`config.mk`:
```
export PLATFORM = sky130hd
export DESIGN_NAME = gifc_device_flat
export DESIGN_NICKNAME = d
export VERILOG_FILES = /design/src/inc/gifc_pkg.sv /design/src/inc/gifc_if.sv /design/src/design/gifc_device.sv /design/src/flat_wrapper.sv
export SDC_FILE = /design/constraint.sdc
export NUM_CORES = 1
export LEC_CHECK = 0
export BUFFER_PORTS_ARGS = -buffer_cell sky130_fd_sc_hd__buf_2
export CAP_MARGIN = 15
export CORE_MARGIN = 2
export CORE_UTILIZATION = 59
export DETAILED_ROUTE_END_ITERATION = 10
export GPL_TIMING_DRIVEN = 0
export PLACE_DENSITY = 0.82
export SYNTH_ARGS = -nofsm -noshare
export SYNTH_HDL_FRONTEND = slang
export SYNTH_SLANG_ARGS = --single-unit
```
`constraint.sdc`:
```
create_clock -name clock_i -period 2.2 [get_ports clock_i]
set_input_delay 0.11 -clock clock_i [delete_from_list [all_inputs] [get_ports clock_i]]
set_output_delay 0.11 -clock clock_i [all_outputs]
set_load 0.05 [all_outputs]
```
`src/inc/gifc_pkg.sv`:
```
// package of shared constants and types for the gated frequency counter
// assumes a 10 MHz system clock on both ends
`default_nettype none
package gifc_pkg;

    // ========================================
    // clock and timebase
    localparam int unsigned CLK_HZ        = 10_000_000;
    localparam int unsigned TIMEBASE_HZ   = 2_000_000;
    localparam int unsigned TB_DIV        = CLK_HZ / TIMEBASE_HZ;
    localparam logic [2:0]  TB_DIV_LAST   = 3'(TB_DIV - 1);

    // ========================================
    // gate windows, in milliseconds
    localparam int unsigned GATE_10HZ_MS  = 200;
    localparam int unsigned GATE_100HZ_MS = 20;
    localparam int unsigned GATE_FAST_MS  = 2;
    localparam int unsigned GATE_10HZ_TK  = GATE_10HZ_MS * (TIMEBASE_HZ / 1000);
    localparam int unsigned GATE_100HZ_TK = GATE_100HZ_MS * (TIMEBASE_HZ / 1000);
    localparam int unsigned GATE_FAST_TK  = GATE_FAST_MS * (TIMEBASE_HZ / 1000);

    // ========================================
    // widths and reset values
    localparam int unsigned PRE_W         = 8;
    localparam int unsigned NIB_W         = 4;
    localparam int unsigned TMR_W         = 16;
    localparam int unsigned GATE_W        = 20;
    localparam logic [PRE_W-1:0] PRE_RST  = 8'h00;
    localparam logic [TMR_W-1:0] TMR_RST  = 16'h0000;
    localparam logic [GATE_W-1:0] GATE_RST = 20'h00000;

    // ========================================
    // counter resolution selections
    typedef enum logic [2:0] {
        GIFC_RES_10HZ,
        GIFC_RES_100HZ,
        GIFC_RES_1KHZ,
        GIFC_RES_10KHZ,
        GIFC_RES_100KHZ,
        GIFC_RES_1MHZ
    } gifc_res_e;

    function automatic logic [GATE_W-1:0] gifc_gate_ticks(input gifc_res_e r);
        unique case (r)
            GIFC_RES_10HZ:  gifc_gate_ticks = GATE_W'(GATE_10HZ_TK);
            GIFC_RES_100HZ: gifc_gate_ticks = GATE_W'(GATE_100HZ_TK);
            GIFC_RES_1KHZ:  gifc_gate_ticks = GATE_W'(GATE_100HZ_TK);
            default:        gifc_gate_ticks = GATE_W'(GATE_FAST_TK);
        endcase
    endfunction

endpackage
`default_nettype wire

```
`src/inc/gifc_if.sv`:
```
// interface joining the counter device and the host cpu
// assumes both ends share clock_i; the bus has no tristate
`timescale 1ns/1ps
`default_nettype none
interface gifc_if;
    import gifc_pkg::*;
    logic                 count_overflow_irq;
    logic                 measure_done_irq;
    logic                 gate_window_pulse;
    logic                 done_irq_ack;
    logic                 prescaler_read_n;
    logic                 timer_select_n;
    logic                 timer_read_n;
    logic [TMR_W-1:0]     cpu_data_bus;
    logic                 cpu_data_oe;

    modport dev (
        output count_overflow_irq,
        output measure_done_irq,
        output gate_window_pulse,
        output cpu_data_bus,
        output cpu_data_oe,
        input  done_irq_ack,
        input  prescaler_read_n,
        input  timer_select_n,
        input  timer_read_n
    );
    modport cpu (
        input  count_overflow_irq,
        input  measure_done_irq,
        input  gate_window_pulse,
        input  cpu_data_bus,
        input  cpu_data_oe,
        output done_irq_ack,
        output prescaler_read_n,
        output timer_select_n,
        output timer_read_n
    );
endinterface
`default_nettype wire

```
`src/design/gifc_device.sv`:
```
// gated if frequency counter, device end
// assumes if_count_i is the halved if from an external pin
//
// Overview of operation
// - divide 10 MHz reference by five
// - timebase clocks gate timer, makes window
// - window length follows counter resolution
// - window 200 ms, 20 ms, 2 ms
// - gated input drives two nibble stages
// - prescaler msb clocks count timer
// - count timer overflow sets overflow irq
// - gate end sets done irq when ack high
// - prescaler read strobe drives byte out
// - select and read drive timer word
// - host clears done via ack low
// - input is halved if, counted as-is
`timescale 1ns/1ps
`default_nettype none
module gifc_device
    import gifc_pkg::*;
(
    input  wire logic      clock_i,
    input  wire logic      rst_n_i,
    input  wire logic      if_count_i,
    input  wire logic      start_i,
    input  wire gifc_res_e resolution_i,
    gifc_if.dev            bus
);

    // ========================================
    // state
    localparam int unsigned NSTG = PRE_W / NIB_W;
    typedef logic [NSTG-1:0][NIB_W-1:0] gifc_nib_t;

    typedef enum logic [1:0] {
        GIFC_IDLE,
        GIFC_GATE,
        GIFC_HOLD
    } gifc_st_e;

    typedef struct packed {
        gifc_st_e          st;
        logic [2:0]        tb_cnt;
        logic [GATE_W-1:0] gate_cnt;
        logic              gate;
        logic              in_s1;
        logic              in_s2;
        logic              in_s3;
        gifc_nib_t         nib;
        logic              msb_prev;
        logic [TMR_W-1:0]  tmr;
        logic              ovf_out;
        logic              ovf_irq;
        logic              done_irq;
        logic [TMR_W-1:0]  dout;
        logic              doe;
    } gifc_dev_s;

    gifc_dev_s s_q;
    gifc_dev_s s_d;
    logic             tb_tick;
    logic             in_rise;
    logic             msb_fall;
    logic [PRE_W-1:0] pre;
    logic [NSTG:0]    stg_en;
    gifc_nib_t        nib_nx;

    // ========================================
    // timebase and input edge
    // divide by five
    assign tb_tick = (s_q.tb_cnt == TB_DIV_LAST);
    assign in_rise = s_q.in_s2 & ~s_q.in_s3 & s_q.gate;

    // ========================================
    // prescaler stages
    assign pre       = s_q.nib;
    assign stg_en[0] = in_rise;
    genvar g;
    generate
        for (g = 0; g < NSTG; g++) begin : g_stg
            assign nib_nx[g]   = stg_en[g] ? s_q.nib[g] + 4'h1 : s_q.nib[g];
            assign stg_en[g+1] = stg_en[g] & (s_q.nib[g] == 4'hF);
        end
    endgenerate

    always_comb begin
        s_d = s_q;
        s_d.tb_cnt = tb_tick ? 3'h0 : s_q.tb_cnt + 3'h1;

        // ========================================
        // pin synchroniser
        // sample halved if
        s_d.in_s1 = if_count_i;
        s_d.in_s2 = s_q.in_s1;
        s_d.in_s3 = s_q.in_s2;
        s_d.nib = nib_nx;
        s_d.msb_prev = pre[PRE_W-1];
        s_d.ovf_out = 1'b0;

        // ========================================
        // gate timer
        unique case (s_q.st)
            GIFC_IDLE: begin
                if (start_i && tb_tick) begin
                    s_d.st = GIFC_GATE;
                    s_d.gate = 1'b1;
                    s_d.gate_cnt = gifc_gate_ticks(resolution_i);
                    s_d.nib = PRE_RST;
                    s_d.msb_prev = 1'b0;
                    s_d.tmr = TMR_RST;
                    s_d.ovf_out = 1'b0;
                end
            end
            GIFC_GATE: begin
                if (tb_tick) begin
                    s_d.gate_cnt = s_q.gate_cnt - GATE_W'(1);
                    if (s_q.gate_cnt == GATE_W'(1)) begin
                        s_d.gate = 1'b0;
                        s_d.st = GIFC_HOLD;
                        if (bus.done_irq_ack) begin
                            s_d.done_irq = 1'b1;
                        end
                    end
                end
            end
            GIFC_HOLD: begin
                if (!start_i) begin
                    s_d.st = GIFC_IDLE;
                end
            end
            default: s_d.st = GIFC_IDLE;
        endcase

        // ========================================
        // count timer
        // msb fall clocks timer
        msb_fall = s_q.msb_prev & ~pre[PRE_W-1];
        if (msb_fall) begin
            s_d.tmr = s_q.tmr + 16'h0001;
            if (s_q.tmr == 16'hFFFF) begin
                s_d.ovf_out = 1'b1;
            end
        end

        // ========================================
        // interrupt flip-flops
        // timer output sets irq
        if (s_q.ovf_out) begin
            s_d.ovf_irq = 1'b1;
        end else if (!bus.done_irq_ack) begin
            s_d.ovf_irq = 1'b0;
        end
        if (!bus.done_irq_ack) begin
            s_d.done_irq = 1'b0;
        end

        // ========================================
        // read drivers
        // prescaler byte read
        s_d.doe = 1'b0;
        s_d.dout = 16'h0000;
        if (!bus.prescaler_read_n) begin
            s_d.doe = 1'b1;
            s_d.dout = {8'h00, pre};
        end else if (!bus.timer_select_n && !bus.timer_read_n) begin
            s_d.doe = 1'b1;
            s_d.dout = s_q.tmr;
        end
    end

    always_ff @(posedge clock_i) begin
        if (!rst_n_i) begin
            s_q <= '0;
        end else begin
            s_q <= s_d;
        end
    end

    // ========================================
    // outputs
    // overflow irq flop
    assign bus.count_overflow_irq = s_q.ovf_irq;
    assign bus.measure_done_irq   = s_q.done_irq;
    assign bus.gate_window_pulse  = s_q.gate;
    assign bus.cpu_data_bus       = s_q.dout;
    assign bus.cpu_data_oe        = s_q.doe;

endmodule
`default_nettype wire

```
`src/flat_wrapper.sv`:
```
// flat-port wrapper written by rule: the top's interface ports become plain ports
module gifc_device_flat import gifc_pkg::*;
  (clock_i, rst_n_i, if_count_i, start_i, resolution_i, bus_count_overflow_irq, bus_measure_done_irq, bus_gate_window_pulse, bus_cpu_data_bus, bus_cpu_data_oe, bus_done_irq_ack, bus_prescaler_read_n, bus_timer_select_n, bus_timer_read_n);
  gifc_if bus_i ();
  input  wire logic clock_i;
  input  wire logic rst_n_i;
  input  wire logic if_count_i;
  input  wire logic start_i;
  input  wire gifc_res_e resolution_i;
  output wire logic [$bits(bus_i.count_overflow_irq)-1:0] bus_count_overflow_irq;
  output wire logic [$bits(bus_i.measure_done_irq)-1:0] bus_measure_done_irq;
  output wire logic [$bits(bus_i.gate_window_pulse)-1:0] bus_gate_window_pulse;
  output wire logic [$bits(bus_i.cpu_data_bus)-1:0] bus_cpu_data_bus;
  output wire logic [$bits(bus_i.cpu_data_oe)-1:0] bus_cpu_data_oe;
  input wire logic [$bits(bus_i.done_irq_ack)-1:0] bus_done_irq_ack;
  input wire logic [$bits(bus_i.prescaler_read_n)-1:0] bus_prescaler_read_n;
  input wire logic [$bits(bus_i.timer_select_n)-1:0] bus_timer_select_n;
  input wire logic [$bits(bus_i.timer_read_n)-1:0] bus_timer_read_n;
  assign bus_count_overflow_irq = bus_i.count_overflow_irq;
  assign bus_measure_done_irq = bus_i.measure_done_irq;
  assign bus_gate_window_pulse = bus_i.gate_window_pulse;
  assign bus_cpu_data_bus = bus_i.cpu_data_bus;
  assign bus_cpu_data_oe = bus_i.cpu_data_oe;
  assign bus_i.done_irq_ack = bus_done_irq_ack;
  assign bus_i.prescaler_read_n = bus_prescaler_read_n;
  assign bus_i.timer_select_n = bus_timer_select_n;
  assign bus_i.timer_read_n = bus_timer_read_n;
  gifc_device u_core (.clock_i(clock_i), .rst_n_i(rst_n_i), .if_count_i(if_count_i), .start_i(start_i), .resolution_i(resolution_i), .bus(bus_i));
endmodule
```
==> results.cfg, run 1 <==
[run_status]
status = finished clean

[worst_setup_path]
r2r-start = u_core.s_q[50]$_SDFFE_PN0P_
critPathRequiredTime_ns = 2.49
critPathKind = flop to flop
endpoint_kind = flop
cp.arrival_ns = 2.45
r2r_cells = 6
r2r_slack_ns = 0.04
worst_setup_path_start_kind = flop
worstPathMaxFanout = 6
timing.rr.end = u_core.s_q[63]$_SDFFE_PN0P_

[power_and_ir_drop]
pwr-share-seq_pct = 50.4
p_per_area_mw_per_mm2 = 680
power_mw = 2.71
p_int_mw = 2.05
ir_worst_vdd_v = 0.000401
p_leak_nw = 1.59
clock_power_share_pct = 43.1
power.switching_mw = 0.657
comb_power_share_pct = 6.5
sw_frac_of_total_pct = 24.3

[placement]
finalWeightedCongestion = 0.900
dpl.hpwl_um = 5580
port_buffers = 30
dp.cells = 499

[global_routing]
groute.layer.met2.usage_pct = 46.6
grt_usage_pct = 26.9
grt_pass1_wl_um = 13400
use_met3_pct = 4.94
use_met1_pct = 32.1
grt-busiest-layer = met2
grt_max_degree = 14
overflow = 0
grt_pass1_vias = 2953
antenna_found_initial = 0

[yosys]
yosysMostFrequentCell = dfxtp_1
syn_area_mm2 = 0.00346
synth_top_family_by_area = simple AND/OR/NAND/NOR gates
synth_xor_area_share_pct = 2.53
syn_inst = 397
synth_compound_area_share_pct = 18.5
netlist_top_cells_area = dfxtp_1 (43%), a21oi_1 (4.5%), buf_4 (3.5%)
async_flop_share_pct = 0
synthMuxAreaShare_pct = 1.56
synth-seq-cells = 74
ys_types = 54
synth_top_area_share_pct = 42.8
ys_seq_area_share_pct = 42.8
avgSynthCellArea_um2 = 8.71
synth_fa_ha_area_share_pct = 2.53
syn_nets = 415
synth_edf_count = 0
ys_warn_count = 0
synth_flop_cell = dfxtp_1
netlist_top_cells_count = dfxtp_1 (74), a21oi_1 (31), nor2_1 (29), clkbuf_1 (20)
synth-simple-area-share_pct = 24.5
synth_top_cell_by_area = dfxtp_1

[min_path]
hold_path_depth = 3
hp-class = primary input to flop
min_to = u_core.bus.cpu_data_oe$_SDFF_PN0_
hp-start = bus_prescaler_read_n

[floorplanning]
core-area_mm2 = 0.00557
initial_utilization_pct = 62.1
die_h_um = 80.6
rows = 27
ios = 31
die_w_um = 80.6
dieArea_mm2 = 0.00649

[layout]
stdcell_count = 520
diodes = 0
final_util_pct = 71.4
syn_to_final_growth_pct = 15.1
drive_above_1_share_pct = 18.3
final_nets = 462

[timing]
setup_tns_ns = 0
finalHoldViolCount = 0
fmax_mhz = 463
finalClockSkew_ns = 0.0111
worst_pin_slew_ns = 0.631
fin_crit_sh_pct = 98.1
relSlewSlack_pct = 57.6
finalSetupViolations = 0
period_needed_ns = 2.16
drv_slew = 0

[clocking]
cts_sinks = 74
insertion_delay_ns = 0.36
numCtsBuffers = 9
cts_tree = built
cts_buffer_depth = 2
htreeDepth = 3
path_clk_slew_ns = 0.08
cts-root-buf = clkbuf_8

[flow_run]
drv_cap = 0

[detailed_routing]
first_pass_iters = 5
viasPerCell = 6.04
drc = 0
drtIter0Drc = 158
dr_total_vias = 3139
drtAntennaViolNets = 0
wl_per_cell_um = 15.6
wirelength_um = 8120
registers in the layout, indices dropped and copies added (netlist names):
name and cells:
u_core.s_q 44, u_core.bus.cpu_data_bus 16, u_core.pre 8, u_core.s_d 2, u_core.bus.count_overflow_irq 1, u_core.bus.cpu_data_oe 1, u_core.bus.gate_window_pulse 1, u_core.bus.measure_done_irq 1
layer usage:
metal	vias to the layer above	wire, µm
met5	-	0
met4	0	182
met3	17	504
met2	106	4020
met1	1472	3420
li1	1544	-
how the worst max path moves through the flow:
stage / to / cells past startpoint / from / slack [ns]
2_1_floorplan: u_core.s_q[63]$_SDFFE_PN0P_ / 6 / u_core.s_q[49]$_SDFFE_PN0P_ / 0.22
3_3_place_gp: u_core.s_q[55]$_SDFFE_PN0P_ / 8 / u_core.s_q[69]$_SDFF_PP0_ / 0.004
3_5_place_dp: u_core.s_q[55]$_SDFFE_PN0P_ / 8 / u_core.s_q[69]$_SDFF_PP0_ / -0.04
4_1_cts: u_core.s_q[63]$_SDFFE_PN0P_ / 8 / u_core.s_q[69]$_SDFF_PP0_ / 0.01
5_1_grt: u_core.s_q[73]$_SDFFE_PN0P_ / 5 / u_core.s_q[51]$_SDFFE_PN0P_ / -0.05
6_report: u_core.s_q[63]$_SDFFE_PN0P_ / 6 / u_core.s_q[50]$_SDFFE_PN0P_ / 0.04
power by group through the flow:
stage / sequential (mW) / combinational (mW) / clock (mW)
6_report: 1.36 / 0.175 / 1.17
5_1_grt: 1.37 / 0.193 / 1.23
4_1_cts: 1.36 / 0.172 / 1.18
3_5_place_dp: 1.40 / 0.164 / 0
3_3_place_gp: 1.39 / 0.161 / 0
2_1_floorplan: 1.40 / 0.109 / 0
cells in the final DEF (no fill, tap or decap), drive strengths merged, types with 11 or more instances in the layout:
| master | netlist | routed |
|---|---|---|
| dfxtp | 74 | 74 |
| buf | 18 | 49 |
| a21oi | 31 | 31 |
| nor2 | 29 | 29 |
| clkbuf | 20 | 29 |
| nand2 | 17 | 17 |
| nand3 | 17 | 17 |
| inv | 15 | 16 |
| o21ai | 15 | 15 |
| nor3 | 15 | 15 |
| and2 | 12 | 12 |
| nor4 | 11 | 11 |
kinds of logic (layout without fill, tap and decap cells):
logic type,after synthesis,in the layout
compound gates,97,97
fa+ha+maj,7,7
xor+xnor,10,10
mux,5,5
simple gates,151,151
buf+inv,53,104
flops,74,74
critical path, stage by stage (launching register included):
cell and delay, ns:
dfxtp_1 0.34, inv_1 0.08, ha_2 0.19, or4b_4 0.51
or3_4 0.38, or4_1 0.44, a21oi_2 0.15
cell type report:
cell class	instances	area, µm²
plain buffers	38	205
repair buffers	36	208
well taps	72	90.1
multi-input cells	270	1730
clock buffers	9	124
clock inverters	6	91.3
inverters	15	56.3
flip-flops and latches	74	1480
fillers	458	1590
metrics by stage:
step | instance area (µm²) | setup slack [ns] | hold WS [ns]
final | 3980 | 0.0412 | 0.0438
after global routing | 3980 | -0.0455 | 0.0528
after floorplan | 3460 | 0.219 | 0.187
after CTS | 3970 | 0.0138 | 0.0363
after global placement | 3700 | 0.00399 | 0.316
after detailed placement | 3700 | -0.0400 | 0.320
what timing repair did:
item                       4_1_cts  5_1_grt
pin swaps                        0        1
hold endpoints to repair         5        0
setup buffers                    0        1
resized for setup                1        4
hold buffers                     5        0
setup endpoints to repair       10       13
Note: power is estimated with default switching activity, not from simulation.
==> inputs of run 2 (changes only) <==
--- a/config.mk
+++ b/config.mk
@@ -11,7 +11,9 @@
 export CORE_UTILIZATION = 59
 export DETAILED_ROUTE_END_ITERATION = 10
 export GPL_TIMING_DRIVEN = 0
+export HOLD_SLACK_MARGIN = 0.15
 export PLACE_DENSITY = 0.82
+export SLEW_MARGIN = 20
 export SYNTH_ARGS = -nofsm -noshare
 export SYNTH_HDL_FRONTEND = slang
 export SYNTH_SLANG_ARGS = --single-unit
==> run 2 against run 1 <==
- core utilization up 1.1 points
- largest cell class unchanged
- die area stayed put
- clock skew about the same
- highest routed layer unchanged
==> results.cfg, run 2 (synthesized netlist as in run 1, its figures left out) <==
[run_status]
status = finished clean

[worst_setup_path]
worst_setup_path_start_kind = flop
worstPathMaxFanout = 6
critPathKind = flop to flop
r2r_cells = 6
critPathRequiredTime_ns = 2.50
cp.arrival_ns = 2.47
endpoint_kind = flop

[power_and_ir_drop]
p_int_mw = 2.06
p_leak_nw = 1.62
ir_worst_vdd_v = 0.000404
comb_power_share_pct = 6.7
power.switching_mw = 0.668
sw_frac_of_total_pct = 24.5
clock_power_share_pct = 43.2
pwr-share-seq_pct = 50.1
p_per_area_mw_per_mm2 = 674

[layout]
num-fill-cells = 445
final_nets = 468
mostFrequentLayoutCells = dfxtp_1 (73), buf_2 (31), a21oi_1 (30), nor2_1 (29), clkbuf_1 (19)
seqCellArea_mm2 = 0.00148
stdcell_count = 526
multi_input_area_mm2 = 0.00173
diodes = 0
syn_to_final_growth_pct = 16.9
drive_above_1_share_pct = 18.1
largest_reg_flops = 44
final_common_cell = dfxtp_1
max_flop_register = u_core.s_q

[clocking]
cts_sinks = 74
numCtsBuffers = 9
path_clk_slew_ns = 0.08
insertion_delay_ns = 0.36
cts_buffer_depth = 2
cts-root-buf = clkbuf_8
htreeDepth = 3
cts_tree = built

[placement]
finalWeightedCongestion = 0.900
port_buffers = 30
dp.cells = 499
dpl.hpwl_um = 5580

[global_routing]
use_met3_pct = 5.28
grt_pass1_wl_um = 13600
overflow = 0
grt-busiest-layer = met2
grt_pass1_vias = 2971
antenna_found_initial = 0
grt_max_degree = 14
grt_usage_pct = 27.4
use_met1_pct = 32.8
groute.layer.met2.usage_pct = 47.8

[min_path]
hp-class = primary input to flop
hold_path_depth = 4

[timing]
relSlewSlack_pct = 57.8
fmax_mhz = 461
period_needed_ns = 2.17
drv_slew = 0
finalHoldViolCount = 0
fin_crit_sh_pct = 98.5
setup_tns_ns = 0
finalClockSkew_ns = 0.0110
worst_pin_slew_ns = 0.627
finalSetupViolations = 0

[detailed_routing]
dr_total_vias = 3177
wl_per_cell_um = 15.6
wirelength_um = 8200
viasPerCell = 6.04
drtAntennaViolNets = 0
first_pass_iters = 5
drc = 0
drtIter0Drc = 163

[flow_run]
drv_cap = 0

[floorplanning]
rows = 27
die_h_um = 80.6
initial_utilization_pct = 62.1
dieArea_mm2 = 0.00649
ios = 31
core-area_mm2 = 0.00557
die_w_um = 80.6
[run 2: cell count changes in the layout (fill, tap and decap cells not counted), sizes merged]
| cell | delta |
|---|---|
| dlygate4sd3 | +6 |
[run 2: final cells by class]
| class | count | area share [%] |
|---|---|---|
| clock inverter | 6 | 2.26 |
| timing repair buffer | 42 | 6.62 |
| multi-input combinational | 270 | 42.7 |
| tap | 72 | 2.23 |
| clock buffer | 9 | 3.06 |
| inverter | 15 | 1.39 |
| buffer | 38 | 5.08 |
| sequential | 74 | 36.7 |
[run 2: power groups by stage]
stage | clock network, mW | logic, mW | registers, mW
floorplan | 0 | 0.109 | 1.40
global placement | 0 | 0.161 | 1.39
detailed placement | 0 | 0.164 | 1.40
CTS | 1.18 | 0.179 | 1.36
global route | 1.23 | 0.201 | 1.37
finish | 1.18 | 0.184 | 1.36
[run 2: worst max-delay path, cell delays in order, from the launching register on]
cell and delay [ns]:
dfxtp_1 0.34, inv_1 0.09, ha_2 0.19, or4b_4 0.51
or3_4 0.38, or4_1 0.45, a21oi_2 0.15
[run 2: final timing paths]
check                              start                          end  slack (ns)
min reg2reg    u_core.s_d[46]$_SDFF_PN0_    u_core.s_d[45]$_SDFF_PN0_        0.43
min                              rst_n_i  u_core.s_q[34]$_SDFFE_PN0P_        0.22
max          u_core.s_q[50]$_SDFFE_PN0P_  u_core.s_q[63]$_SDFFE_PN0P_        0.03
max reg2reg  u_core.s_q[50]$_SDFFE_PN0P_  u_core.s_q[63]$_SDFFE_PN0P_        0.03
[run 2: metrics by stage]
stage	worst slack [ns]	power [mW]	area, µm²	utilization, %	hold slack [ns]
2_1_floorplan	0.219	1.51	3460	-	0.187
3_3_place_gp	0.00399	1.56	3700	66.4	0.316
3_5_place_dp	-0.0400	1.56	3700	66.4	0.320
4_1_cts	0.0138	2.72	4030	72.2	0.217
5_1_grt	-0.0320	2.80	4040	72.5	0.234
6_report	0.0331	2.72	4040	72.5	0.216
[run 2: timing repair]
item	CTS	global route
setup buffers	0	1
setup endpoints to repair	10	14
endpoints found under the hold margin	9	0
hold buffers	11	0
pin swaps	0	1
resized for setup	1	4
[run 2: per-layer routing]
layer / vias to the layer above / wire (µm)
li1: 1556 / -
met3: 26 / 492
met4: 0 / 231
met2: 114 / 4050
met5: - / 0
met1: 1481 / 3420
==> inputs of run 3 (changes only) <==
--- a/config.mk
+++ b/config.mk
@@ -8,11 +8,11 @@
 export BUFFER_PORTS_ARGS = -buffer_cell sky130_fd_sc_hd__buf_2
 export CAP_MARGIN = 15
 export CORE_MARGIN = 2
-export CORE_UTILIZATION = 59
+export CORE_UTILIZATION = 50
 export DETAILED_ROUTE_END_ITERATION = 10
 export GPL_TIMING_DRIVEN = 0
 export HOLD_SLACK_MARGIN = 0.15
-export PLACE_DENSITY = 0.82
+export PLACE_DENSITY = 0.72
 export SLEW_MARGIN = 20
 export SYNTH_ARGS = -nofsm -noshare
 export SYNTH_HDL_FRONTEND = slang
==> constraint.sdc (replaced) <==
create_clock -name clock_i -period 2.2 [get_ports clock_i]
set_input_delay 0.22 -clock clock_i [delete_from_list [all_inputs] [get_ports clock_i]]
set_output_delay 0.22 -clock clock_i [all_outputs]
set_load 0.05 [all_outputs]
==> run 3 against run 2 <==
- die area rose by 17%
- first-iteration DRC count fell by 33%
- non-clock buffer count decreased by 3
- sequential share of layout area up 0.52 points
- global-route usage decreased by 5.7 points
- final cell count up 0.95%
- critical path depth increased by 2
- largest power group unchanged
- highest routed layer unchanged
==> results.cfg, run 3 (synthesized netlist as in run 1, its figures left out) <==
[detailed_routing]
first_pass_iters = 4
drtAntennaViolNets = 0
drtIter0Drc = 109
wirelength_um = 7860
viasPerCell = 5.86
wl_per_cell_um = 14.8
dr_total_vias = 3111
drc = 0

[layout]
num-fill-cells = 595
final_util_pct = 59.0
max_flop_register = u_core.s_q
stdcell_count = 531
fin_area_mm2 = 0.00399
drive_above_1_share_pct = 18.4
diodes = 0
largest_reg_flops = 44
syn_to_final_growth_pct = 15.2
mostFrequentLayoutCells = dfxtp_1 (73), a21oi_1 (31), buf_2 (31), nor2_1 (29)
final_common_cell = dfxtp_1
final_nets = 465

[timing]
finalClockSkew_ns = 0.00845
rsz0062_at_grt = no
fin_crit_sh_pct = 96.9
worst_pin_slew_ns = 0.651
period_needed_ns = 2.13
finalSetupViolations = 0
finalHoldViolCount = 0
setup_tns_ns = 0
drv_slew = 0
fmax_mhz = 469
relSlewSlack_pct = 56.6

[flow_run]
drv_cap = 0

[run_status]
status = finished clean

[worst_setup_path]
cpLargestDelayFamily = simple AND/OR/NAND/NOR gates
endpoint_kind = flop
cp_slowest_stage_delay_ns = 0.50
r2r_slack_ns = 0.07
worstPathMaxFanout = 5
critPathKind = flop to flop
cpMostUsedCell = buf_4
path_cells = inv_1, ha_2, or4b_4, buf_4, buf_4, or4_1, a21oi_1, o21a_1
worst_setup_path_start_kind = flop
slowest_stage = or4b_4
critPathRequiredTime_ns = 2.50
cp.arrival_ns = 2.43
cp.buffers_inverters = 3

[clocking]
cts_tree = built
cts-root-buf = clkbuf_8
path_clk_slew_ns = 0.08
htreeDepth = 3
numCtsBuffers = 9
cts_buffer_depth = 2
insertion_delay_ns = 0.35
cts_sinks = 74

[power_and_ir_drop]
p_per_area_mw_per_mm2 = 637
ir_worst_vdd_v = 0.000434
p_leak_nw = 1.60

[placement]
finalWeightedCongestion = 0.877
dp.cells = 507
port_buffers = 30
dpl.hpwl_um = 5600
placed_area_mm2 = 0.00371

[global_routing]
grt_pass1_vias = 2749
grt_max_degree = 13
grt_pass1_wl_um = 12900
overflow = 0
antenna_found_initial = 0
grt_usage_pct = 21.6

[min_path]
hp-class = primary input to flop

[floorplanning]
rows = 30
ios = 31
dieArea_mm2 = 0.00760
initial_utilization_pct = 51.2
core-area_mm2 = 0.00676
die_h_um = 87.2
die_w_um = 87.2
-- run 3: stage by stage --
stage	worst slack [ns]	hold slack [ns]	total power, mW
floorplan	0.219	0.297	1.51
global placement	-0.0401	0.417	1.56
detailed placement	-0.0753	0.422	1.56
CTS	0.0777	0.169	2.56
global route	0.00657	0.175	2.64
finish	0.0691	0.178	2.54
-- run 3: area by class of cell --
type	count	area (µm²)	share of cell area (%)
multi-input combinational	270	1720	43.2
timing repair buffer	39	233	5.84
clock inverter	3	23.8	0.596
inverter	15	56.3	1.41
tap	80	100	2.51
buffer	38	205	5.15
sequential	74	1480	37.2
clock buffer	12	165	4.14
-- run 3: routing by layer --
metal	global-route usage (%)	share of wire [%]	up-vias
met5	0	0	-
met4	7.69	1.9	0
met3	5.69	5.6	20
met2	36.4	47	102
met1	26.8	45	1445
li1	-	-	1544
-- run 3: worst paths after layout --
kind	startpoint	to	cells past startpoint
worst max register to register	u_core.s_q[49]$_SDFFE_PN0P_	u_core.s_q[55]$_SDFFE_PN0P_	8
worst min register to register	u_core.bus.measure_done_irq$_SDFFE_PN0P_	u_core.bus.measure_done_irq$_SDFFE_PN0P_	2
worst max-delay path	u_core.s_q[49]$_SDFFE_PN0P_	u_core.s_q[55]$_SDFFE_PN0P_	8
worst min-delay path	start_i	u_core.s_q[73]$_SDFFE_PN0P_	3
-- run 3: timing repair --
| action | in CTS | in global routing |
|---|---|---|
| pin swaps | 1 | 1 |
| hold buffers | 6 | 0 |
| resized for setup | 1 | 2 |
| setup endpoints to repair | 12 | 2 |
| hold endpoints to repair | 7 | 0 |
| buffers inserted | 1 | 2 |
-- run 3: report_power, final --
group          internal [mW]  switching, mW  total, mW
sequential              1.35         0.0114       1.36
clock                  0.497          0.495      0.993
combinational         0.0652          0.115      0.180
total                   1.92          0.622       2.54
-- run 3: worst min-delay path: stages --
cell     delay [ns]
buf_2          0.12
nand3_1        0.07
a21oi_1        0.06
